### config.mk
export PLATFORM = sky130hd
export DESIGN_NAME = isc_start_trigger
export DESIGN_NICKNAME = d
export VERILOG_FILES = /design/src/isc_pkg.sv /design/src/isc_start_gen.sv /design/src/isc_start_trigger.sv
export SDC_FILE = /design/constraint.sdc
export NUM_CORES = 1
export LEC_CHECK = 0
export ABC_AREA = 1
export BUFFER_PORTS_ARGS = -buffer_cell sky130_fd_sc_hd__buf_2
export CAP_MARGIN = 20
export CORE_ASPECT_RATIO = 2
export CORE_MARGIN = 2
export CORE_UTILIZATION = 25
export DETAILED_ROUTE_END_ITERATION = 6
export RECOVER_POWER = 25
export SLEW_MARGIN = 10
export SYNTH_ARGS = -nofsm -noshare
export SYNTH_HDL_FRONTEND = slang
export SYNTH_SLANG_ARGS = --single-unit
### constraint.sdc
create_clock -name clk -period 4 [get_ports clk]
set_clock_uncertainty 0.05 [all_clocks]
set_input_delay 0.2 -clock clk [delete_from_list [all_inputs] [get_ports clk]]
set_output_delay 0.2 -clock clk [all_outputs]
set_load 0.005 [all_outputs]
### src/isc_pkg.sv
package isc_pkg;

   // ----------------------------------------------------------------
   // Register offsets (byte addresses on the slave port)
   // ----------------------------------------------------------------
   localparam logic [4:0] OFS_CTRL0 = 5'h00;  // bus_control_0
   localparam logic [4:0] OFS_FLAG  = 5'h04;  // bus_flag_register
   localparam logic [4:0] OFS_STAT  = 5'h08;  // Sticky event status, read only
   localparam logic [4:0] OFS_CLR   = 5'h0C;  // Write one to clear status
   localparam logic [4:0] OFS_IEN   = 5'h10;  // Interrupt enable

   // ----------------------------------------------------------------
   // Field positions
   // ----------------------------------------------------------------
   localparam int B_BUS_EN    = 7;  // bus_control_0: bus_enable
   localparam int B_LEAVE     = 6;  // bus_control_0: leave_communication
   localparam int B_ACK_EN    = 2;  // bus_control_0: ack_enable
   localparam int B_START     = 1;  // bus_control_0: start_trigger
   localparam int B_STOP      = 0;  // bus_control_0: stop_trigger
   localparam int B_START_CLEAR_FLAG      = 7;  // bus_flag_register: start_clear_flag
   localparam int B_BUSY      = 6;  // bus_flag_register: bus_busy_flag
   localparam int B_RSV_DIS   = 0;  // bus_flag_register: reservation_disable
   localparam int EV_STARTED  = 0;  // Start or restart put on the bus
   localparam int EV_CLEARED  = 1;  // Trigger refused, start-clear flag set
   localparam int EV_ARB_LOST = 2;  // Arbitration lost
   localparam int EV_NUM      = 3;

   // ----------------------------------------------------------------
   // Reset values
   // ----------------------------------------------------------------
   localparam logic [7:0]        RST_CTRL0 = 8'h00;
   localparam logic              RST_RSV   = 1'b0;
   localparam logic [EV_NUM-1:0] RST_IEN   = 3'h0;

   // ----------------------------------------------------------------
   // Start condition timing at a 100 ns clock
   // ----------------------------------------------------------------
   localparam int CLK_NS     = 100;
   localparam int T_SU_NS    = 4700;  // Start setup, clock high before fall
   localparam int T_HD_NS    = 4000;  // Start hold, data low before clock low
   localparam int SU_CYC     = (T_SU_NS + CLK_NS - 1) / CLK_NS;
   localparam int HD_CYC     = (T_HD_NS + CLK_NS - 1) / CLK_NS;
   localparam int TCNT_W     = 7;

   typedef enum logic [2:0] {
      GS_IDLE, GS_REL_SDA, GS_REL_SCL, GS_SETUP, GS_HOLD, GS_DONE
   } isc_gen_state_t;

endpackage

### src/isc_start_gen.sv
`timescale 1ns/1ps
module isc_start_gen
   import isc_pkg::*;
(
   input  wire logic clk,
   input  wire logic rst_b,
   input  wire logic go,
   input  wire logic abort,
   input  wire logic sclIn,
   input  wire logic sdaIn,
   output logic      active,
   output logic      sdaLow,
   output logic      sclLow,
   output logic      done
);

   isc_gen_state_t    state_q, state_d;
   logic [TCNT_W-1:0] cnt_q, cnt_d;

   // ----------------------------------------------------------------
   // Start waveform: release lines, wait, data falls with clock high
   // ----------------------------------------------------------------
   always_comb begin
      state_d = state_q;
      cnt_d   = cnt_q;
      case (state_q)
         GS_IDLE: begin
            if (go) begin
               state_d = GS_REL_SDA;
            end
         end
         GS_REL_SDA: begin
            // Clock held low only while data is still low
            if (sdaIn) begin
               state_d = GS_REL_SCL;
            end
         end
         GS_REL_SCL: begin
            // Wait out any stretching by a slave
            if (sclIn) begin
               state_d = GS_SETUP;
               cnt_d   = TCNT_W'(SU_CYC - 1);
            end
         end
         GS_SETUP: begin
            if (cnt_q == '0) begin
               state_d = GS_HOLD;
               cnt_d   = TCNT_W'(HD_CYC - 1);
            end else begin
               cnt_d = cnt_q - 1'b1;
            end
         end
         GS_HOLD: begin
            if (cnt_q == '0) begin
               state_d = GS_DONE;
            end else begin
               cnt_d = cnt_q - 1'b1;
            end
         end
         GS_DONE: begin
            state_d = GS_IDLE;
         end
         default: begin
            state_d = GS_IDLE;
         end
      endcase
      if (abort) begin
         state_d = GS_IDLE;
      end
   end

   always_ff @(posedge clk or negedge rst_b) begin
      if (!rst_b) begin
         state_q <= GS_IDLE;
         cnt_q   <= '0;
      end else begin
         state_q <= state_d;
         cnt_q   <= cnt_d;
      end
   end

   // Data low only after setup with clock high; clock low once held
   // Clock kept low while data rises, else a released data line is a stop;
   // on an idle bus data is already high, so no stray clock pulse appears
   assign active = (state_q != GS_IDLE);
   assign sdaLow = (state_q == GS_HOLD) || (state_q == GS_DONE);
   assign sclLow = ((state_q == GS_REL_SDA) && !sdaIn) || (state_q == GS_DONE);
   assign done   = (state_q == GS_DONE);

endmodule

### src/isc_start_trigger.sv
`timescale 1ns/1ps
module isc_start_trigger
   import isc_pkg::*;
(
   input  wire logic        clk,
   input  wire logic        rst_b,
   // Avalon-MM slave
   input  wire logic [4:0]  address,
   input  wire logic        read,
   input  wire logic        write,
   input  wire logic [31:0] writedata,
   output logic [31:0]      readdata,
   output logic             waitrequest,
   // Two-wire bus pins
   input  wire logic        sclIn,
   input  wire logic        sdaIn,
   output logic             sclOut,
   output logic             sclOe,
   output logic             sdaOut,
   output logic             sdaOe,
   // From the rest of the controller
   input  wire logic        masterWait,
   input  wire logic        sclHoldReq,
   input  wire logic        arbLost,
   input  wire logic        ackSlot,
   input  wire logic        addrPhase,
   input  wire logic        addrMatch,
   input  wire logic        extCode,
   // To the rest of the controller
   output logic             isMaster,
   output logic             stopTrigger,
   output logic             startDone,
   output logic             irq
);

   // ----------------------------------------------------------------
   // State
   // ----------------------------------------------------------------
   logic              waitReq_q;
   logic [31:0]       rdData_q;
   logic              busEn_q;
   logic              ackEn_q;
   logic              stopTrg_q;
   logic              startTrg_q, startTrg_d;
   logic              rsvDis_q;
   logic              start_clear_flag_q, start_clear_flag_d;
   logic              busy_q, busy_d;
   logic              master_q, master_d;
   logic              sclPrev_q;
   logic              sdaPrev_q;
   logic              sclOe_q, sdaOe_q;
   logic              startDone_q;
   logic [EV_NUM-1:0] sts_q, sts_d;
   logic [EV_NUM-1:0] ien_q;
   logic              irq_q;

   // ----------------------------------------------------------------
   // Bus decode
   // ----------------------------------------------------------------
   wire       req        = read | write;
   wire       acc        = req & ~waitReq_q;
   wire       wrAcc      = write & ~waitReq_q;
   wire       hitCtrl    = (address == OFS_CTRL0);
   wire       hitFlag    = (address == OFS_FLAG);
   wire       hitStat    = (address == OFS_STAT);
   wire       hitClr     = (address == OFS_CLR);
   wire       hitIen     = (address == OFS_IEN);
   wire       wrCtrl     = wrAcc & hitCtrl;
   wire       wrFlag     = wrAcc & hitFlag;
   wire       wrClr      = wrAcc & hitClr;
   wire       wrIen      = wrAcc & hitIen;
   wire       newBusEn   = writedata[B_BUS_EN];
   wire       setStart   = wrCtrl & writedata[B_START] & newBusEn;
   wire       leaveComm  = wrCtrl & writedata[B_LEAVE];

   // Read mux, start trigger and leave bits always read as zero
   wire [7:0] ctrlRd = {busEn_q, 1'b0, 3'h0, ackEn_q, 1'b0, stopTrg_q};
   wire [7:0] flagRd = {start_clear_flag_q & busEn_q, busy_q & busEn_q, 5'h00, rsvDis_q};
   wire [7:0] rdMux  = hitCtrl ? ctrlRd :
                       hitFlag ? flagRd :
                       hitStat ? {{(8-EV_NUM){1'b0}}, sts_q} :
                       hitIen  ? {{(8-EV_NUM){1'b0}}, ien_q} :
                       8'h00;

   // ----------------------------------------------------------------
   // Bus line observation: start and stop seen on the pins
   // ----------------------------------------------------------------
   wire startSeen = sclIn & sclPrev_q & sdaPrev_q & ~sdaIn;
   wire stopSeen  = sclIn & sclPrev_q & ~sdaPrev_q & sdaIn;

   // ----------------------------------------------------------------
   // Start generator hookup
   // ----------------------------------------------------------------
   logic genActive;
   logic genSdaLow;
   logic genSclLow;
   logic genDone;

   // Launch: idle bus, or master past its wait for a restart
   wire idleGo    = startTrg_q & ~busy_q & ~master_q;
   wire restartGo = startTrg_q & master_q & ~masterWait;
   wire genGo     = busEn_q & ~genActive & (idleGo | restartGo);
   wire genAbort  = arbLost | ~busEn_q | leaveComm;

   isc_start_gen u_gen (
      .clk    (clk),
      .rst_b  (rst_b),
      .go     (genGo),
      .abort  (genAbort),
      .sclIn  (sclIn),
      .sdaIn  (sdaIn),
      .active (genActive),
      .sdaLow (genSdaLow),
      .sclLow (genSclLow),
      .done   (genDone)
   );

   // ----------------------------------------------------------------
   // Start trigger, start-clear flag, master and busy tracking
   // ----------------------------------------------------------------
   wire othersBusy = busy_q & ~master_q;

   always_comb begin
      startTrg_d = startTrg_q;
      start_clear_flag_d     = start_clear_flag_q;
      if (setStart) begin
         if (othersBusy && rsvDis_q) begin
            startTrg_d = 1'b0;
            start_clear_flag_d     = 1'b1;
         end else begin
            startTrg_d = 1'b1;
         end
      end
      if (genDone || arbLost) begin
         startTrg_d = 1'b0;
      end
      if (leaveComm) begin
         startTrg_d = 1'b0;
      end
      if (!busEn_q || (wrCtrl && !newBusEn)) begin
         startTrg_d = 1'b0;
         start_clear_flag_d     = 1'b0;
      end
      // A start put on the bus by the generator clears the old refusal
      if (genDone && !setStart) begin
         start_clear_flag_d = 1'b0;
      end
   end

   always_comb begin
      master_d = master_q;
      busy_d   = busy_q;
      if (startSeen || genDone) begin
         busy_d = 1'b1;
      end
      if (stopSeen) begin
         busy_d   = 1'b0;
         master_d = 1'b0;
      end
      if (genDone) begin
         master_d = 1'b1;
      end
      if (arbLost || leaveComm) begin
         master_d = 1'b0;
      end
      if (!busEn_q) begin
         busy_d   = 1'b0;
         master_d = 1'b0;
      end
   end

   // ----------------------------------------------------------------
   // Acknowledge control
   // ----------------------------------------------------------------
   // Address phase: match forces ack, ack_enable only for extension codes
   wire ackAddr  = addrMatch | (extCode & ackEn_q);
   wire ackData  = ackEn_q;
   wire ackDrive = busEn_q & ackSlot & (addrPhase ? ackAddr : ackData);

   // Pin drive: generator owns the lines while it runs
   wire sdaOe_d = busEn_q & (genActive ? genSdaLow : ackDrive);
   wire sclOe_d = busEn_q & (genActive ? genSclLow : sclHoldReq);

   // ----------------------------------------------------------------
   // Interrupt events
   // ----------------------------------------------------------------
   wire [EV_NUM-1:0] evt = {arbLost & master_q, setStart & othersBusy & rsvDis_q, genDone};

   // Set wins over a clear in the same cycle
   always_comb begin
      sts_d = sts_q;
      if (wrClr) begin
         sts_d = sts_q & ~writedata[EV_NUM-1:0];
      end
      sts_d = sts_d | evt;
   end

   // ----------------------------------------------------------------
   // Registers
   // ----------------------------------------------------------------
   // Slave handshake: one wait cycle, then the access completes
   always_ff @(posedge clk or negedge rst_b) begin
      if (!rst_b) begin
         waitReq_q <= 1'b1;
         rdData_q  <= '0;
      end else begin
         waitReq_q <= ~(req & waitReq_q);
         if (read && waitReq_q) begin
            rdData_q <= {24'h000000, rdMux};
         end
      end
   end

   // Control register
   always_ff @(posedge clk or negedge rst_b) begin
      if (!rst_b) begin
         busEn_q   <= RST_CTRL0[B_BUS_EN];
         ackEn_q   <= RST_CTRL0[B_ACK_EN];
         stopTrg_q <= RST_CTRL0[B_STOP];
      end else if (wrCtrl) begin
         busEn_q   <= newBusEn;
         ackEn_q   <= writedata[B_ACK_EN];
         stopTrg_q <= writedata[B_STOP] & newBusEn;
      end
   end

   // Flag register, reservation control
   always_ff @(posedge clk or negedge rst_b) begin
      if (!rst_b) begin
         rsvDis_q <= RST_RSV;
      end else if (wrFlag) begin
         rsvDis_q <= writedata[B_RSV_DIS];
      end
   end

   // Trigger and bus state
   always_ff @(posedge clk or negedge rst_b) begin
      if (!rst_b) begin
         startTrg_q <= 1'b0;
         start_clear_flag_q     <= 1'b0;
         busy_q     <= 1'b0;
         master_q   <= 1'b0;
         sclPrev_q  <= 1'b1;
         sdaPrev_q  <= 1'b1;
      end else begin
         startTrg_q <= startTrg_d;
         start_clear_flag_q     <= start_clear_flag_d;
         busy_q     <= busy_d;
         master_q   <= master_d;
         sclPrev_q  <= sclIn;
         sdaPrev_q  <= sdaIn;
      end
   end

   // Pins, done pulse and interrupt
   always_ff @(posedge clk or negedge rst_b) begin
      if (!rst_b) begin
         sdaOe_q     <= 1'b0;
         sclOe_q     <= 1'b0;
         startDone_q <= 1'b0;
         sts_q       <= '0;
         ien_q       <= RST_IEN;
         irq_q       <= 1'b0;
      end else begin
         sdaOe_q     <= sdaOe_d;
         sclOe_q     <= sclOe_d;
         startDone_q <= genDone;
         sts_q       <= sts_d;
         if (wrIen) begin
            ien_q <= writedata[EV_NUM-1:0];
         end
         irq_q <= |(sts_d & (wrIen ? writedata[EV_NUM-1:0] : ien_q));
      end
   end

   // ----------------------------------------------------------------
   // Outputs
   // ----------------------------------------------------------------
   assign readdata    = rdData_q;
   assign waitrequest = waitReq_q;
   assign sclOe       = sclOe_q;
   assign sdaOe       = sdaOe_q;
   assign sclOut      = 1'b0;   // Open drain, only ever pulls low
   assign sdaOut      = 1'b0;
   assign isMaster    = master_q;
   assign stopTrigger = stopTrg_q;
   assign startDone   = startDone_q;
   assign irq         = irq_q;

endmodule

; Word level (Yosys, flattened, before mapping)
; Index checks and enable logic that the tools add are counted.
[totals]
output_inout_bits = 41
elab_cells = 152
input_bits = 50
reg_bits = 39
[classes]
mux = 36
add_sub_neg = 1
eq_ne = 18
reduce_logical = 27
bitwise_logic = 50
[op_table]
columns = operator, count
row1 = $and A1 B1 Y1, 32
row2 = $mux W3, 10
row3 = $mux W7, 3
row4 = $pmux W7 S3, 1
row5 = $mux W1, 19
row6 = $mux W8, 2
row7 = $pmux W3 S5, 1
row8 = $reduce_bool A3 Y1, 4
row9 = $eq A5 B4 Y1 const B, 2
row10 = $ne A3 B3 Y1 const B, 3
row11 = $not A1 Y1, 9
row12 = $logic_not A7 Y1, 1
row13 = $sub A7 B1 Y7 const B, 1
row14 = $and A3 B3 Y3, 2
row15 = $eq A3 B2 Y1 const B, 2
row16 = $eq A3 B3 Y1 const B, 2
row17 = $logic_or A1 B1 Y1, 6
row18 = $ne A3 B2 Y1 const B, 2
row19 = $eq A5 B3 Y1 const B, 1
row20 = $eq A5 B5 Y1 const B, 1
row21 = $logic_and A1 B1 Y1, 5
row22 = $logic_not A5 Y1, 1
row23 = $or A1 B1 Y1, 5
row24 = $reduce_and A5 Y1, 1
row25 = 12 further kinds, 16

; Longest topological paths before layout
[depth]
ltp_word = 10
depth_mapped = 11
depth_no_buf = 11

; Modules after synthesis
; From an unflattened synthesis, not the netlist that was laid out.
[hier_totals]
cells_unflattened = 306
hier_area_um2 = 2367.3
[modules_own_cells]
columns = module, instances, cells_each, seq_area_each_um2, area_per_inst_um2
row1 = isc_start_trigger, 1, 192, 654.4, 1599.0
row2 = isc_start_gen, 1, 114, 250.2, 768.2

; Worst setup path before layout
; Ideal clock, no wire load.
[synth_timing]
kind = register to register
startpoint = register u_gen.cnt_q[0]
endpoint = register u_gen.cnt_q[1]
setup_slack_ps = 2630
arrival_time_ps = 1198
path_buffers = 0
synth_period_minus_slack_ps = 1370
setup_time_ps = 122
t_required_ps = 3828
stages_incl_launch_ff = 12
path_cell_list = dfrtp_1 inv_1 ha_1 inv_1 nor2_1 nand2_2 nand2_2 nand2_4 nand2_4 inv_4 nand2_1 o21ai_1
[synth_via]
elab_chain_len = 3
elab_cells_between_ends = 7
classes_between = add/sub (1) / eq/ne (1) / mux (3) / reduce/logical (2)
[synth_lines]
columns = element, line
row1 = "start, declared", isc_start_gen.sv:18  ; logic [TCNT_W-1:0] cnt_q, cnt_d;
row2 = "start signal, assigned", isc_start_gen.sv:78  ; cnt_q <= cnt_d;
row3 = $sub A7 B1 Y7 / $logic_not A7 Y1 (equally long branches), -
row4 = "$mux W7, or another cell as far along", isc_start_gen.sv:54  ; if (cnt_q == '0) begin
row5 = $pmux W7 S3 / $reduce_and A3 Y1 (equally long branches), -
; Parallel ways exist; a longest one is shown, timed or not. The select of a mux whose other input is x is not followed.
; A chain may end at the register's enable or synchronous reset.

==> flow_metrics.tcl <==
set metrics [dict create \
    ios 91 \
    tns_ns 0 \
    layout_commonest_cell "nand2_1" \
    syn_area_um2 2240 \
    start_util 0.259 \
    worstMarginPinSlew_ns 2.01 \
    m1WireLength_um 1940 \
    slowest_stage "clkbuf_1" \
    insertion_delay_ns 0.28 \
    required_ns 3.94 \
    status "finished, violations left" \
    die_w_um 70.9 \
    nets 394 \
    reg2reg_slack_ns 2.44 \
    ys.flop_type "dfrtp_1" \
    vias 1956 \
    first_pass_iters 4 \
    die_area_um2 9760 \
    timing.fmax_mhz 447 \
    slew_violations 37 \
    start_kind "input port" \
    slew_headroom -0.342 \
    wl_per_cell_um 12.2 \
    violations "capacitance limit, slew limit" \
    synth_compound_area_frac 0.0688 \
    rsz0062_at_grt "no" \
    layout_common_cells "nand2_1 (92), inv_1 (33), dfrtp_1 (33)" \
    postRouteAntennaNets 0 \
    cts_tree "yes" \
    post-route-min-period_ns 2.24 \
    drc 0 \
    crit_path_cell_trace "dlygate4sd3_1 -> clkbuf_1" \
    dpl-instance-area_um2 2420 \
    n_antenna_cell 0 \
    drtIter0Drc 38 \
    arrival_ns 2.18 \
    synth_xor_area_frac 0.00783 \
    drv_cap 1 \
    num_rows 48 \
    synth_fa_ha_area_frac 0.0112 \
    yosys_warnings 0 \
    clk_pin_slew_ns 0.05 \
    worst_setup_path_end_kind "asynchronous set/reset pin" \
    synth-simple-area-share 0.345 \
    setup.worst_path.class "in2async" \
    finalSetupViolCount 0 \
    hold_viol 0 \
    grt_usage 0.118 \
    synth_top_family_by_area "simple AND/OR/NAND/NOR gates" \
    power-per-cell-area_nw_per_um2 505 \
    grt_pass1_vias 1906 \
    slowest_delay_ns 1.43 \
    synth_seq_cells 36 \
    antenna_found_initial 0 \
    netlist-cell-type-count 31 \
    critPathBufInv 2 \
    gp_congestion 0.866 \
    ir_drop_v 0.000236 \
    overflow 0 \
    maxUsedRoutingLayer "met4" \
    synth_edf_count 0 \
    core_um2 8650 \
    cp_top_family "buffers and inverters" \
    dpl.hpwl_um 4270 \
    fillers 958 \
    finalInstanceArea_um2 2580 \
    synthMuxAreaShare 0 \
    die-height_um 138 \
    wirelength_um 5400 \
    grt_max_degree 37 \
    cts.sinks 36 \
    ctsLongestPathBuffers 2 \
    grt_pass1_wl_um 8830 \
    min_path_type "in2reg" \
    htree_levels 2 \
    met3_length_um 249 \
    fin_crit_sh 0.559 \
    area_delta_synth_final_pct 15.6 \
    syn_avg_cell_area_um2 7.48 \
    syn_inst 299 \
    port_buffers 34 \
    post_cts_buffers 0 \
    synthArstFlopShare 1.00 \
    cts_root_buffer "clkbuf_16" \
    routed_via_density 4.42 \
    numCtsBuffers 5 \
    final_util 0.299 \
    drive_gt1_frac 0.166 \
    synth-seq-area-share 0.405 \
    path_max_fanout 36 \
    cellLeakagePower_nw 1.34 \
    met2_length_um 3000 \
]
## where the power goes
group	total, mW	leakage, nW	internal, mW	switching, mW
clock	0.396	0.0701	0.248	0.148
sequential	0.484	0.456	0.430	0.0542
combinational	0.424	0.818	0.144	0.280
total	1.30	1.34	0.821	0.482
## registers in the layout (all words and copies together) (netlist names), 3 cells and up
| register | flops |
|---|---|
| ien_q | 3 |
| readdata | 5 |
| sts_q | 3 |
| u_gen.cnt_q | 7 |
| u_gen.state_q | 3 |
## stage by stage
step                hold slack [ns]  power [mW]  instances  setup WS [ns]
floorplan                    -0.146       0.811        327           2.63
global placement              0.282       0.906        432           2.48
detailed placement            0.286       0.913        432           2.45
CTS                          0.0275        1.32        443           2.43
global route                 0.0337        1.40        443           1.34
finish                       0.0385        1.30        443           1.76
## cell usage after synthesis, types with 2 or more instances
| cell | number | area (um2) |
|---|---|---|
| dfstp_2 | 3 | 78.8 |
| buf_4 | 29 | 218 |
| inv_1 | 33 | 124 |
| nor2_1 | 23 | 86.3 |
| nor3_1 | 2 | 10.0 |
| nor2_2 | 3 | 18.8 |
| o21ai_0 | 13 | 65.1 |
| nand2_4 | 3 | 33.8 |
| nand2_1 | 92 | 345 |
| inv_2 | 3 | 11.3 |
| o21ai_1 | 3 | 15.0 |
| a21oi_1 | 6 | 30.0 |
| nand3_1 | 17 | 85.1 |
| a31oi_1 | 2 | 12.5 |
| nor2_4 | 4 | 45.0 |
| nand4_1 | 9 | 56.3 |
| nand2_2 | 6 | 37.5 |
| nand3_2 | 2 | 20.0 |
| ha_1 | 2 | 25.0 |
| dfrtp_1 | 33 | 826 |
## worst paths after layout
kind / from / to / depth (start not counted)
max: rst_b / u_gen.cnt_q[5] / 2
min: read / waitrequest / 2
max reg2reg: u_gen.state_q[1] / irq / 9
min reg2reg: readdata[0] / readdata[0] / 2
max in group clk: u_gen.state_q[1] / irq / 9
min in group asynchronous: rst_b / stopTrigger / 2
## layer usage
layer / vias up / track usage
met5: - / 0
met4: 0 / 0.0786
met3: 15 / 0.0176
met2: 73 / 0.226
met1: 895 / 0.111
li1: 973 / -
## layout make-up
class                           instances  area [um2]  area share
Sequential cell                        36         905       0.350
Clock inverter                          1        7.51     0.00291
Inverter                               37         141      0.0547
Timing Repair Buffer                   37         188      0.0726
Multi-Input combinational cell        225        1070       0.416
Tap cell                              100         125      0.0484
Clock buffer                            7         143      0.0552
## kinds of logic (layout without fill, tap and decap cells)
group / Yosys count / count (layout)
AO/OA/AOI/OAI: 28 / 28
XOR/XNOR: 2 / 2
adder cells (fa/ha/maj): 2 / 2
flip-flops: 36 / 36
other: 1 / 29
buffers and inverters: 66 / 82
AND/OR/NAND/NOR: 164 / 164
## timing repair
item                       CTS  global route
gates resized for setup      0             0
setup endpoints to repair    0             0
hold endpoints to repair    17             0
hold buffers                 3             0
Note: power is estimated with default switching activity, not from simulation.
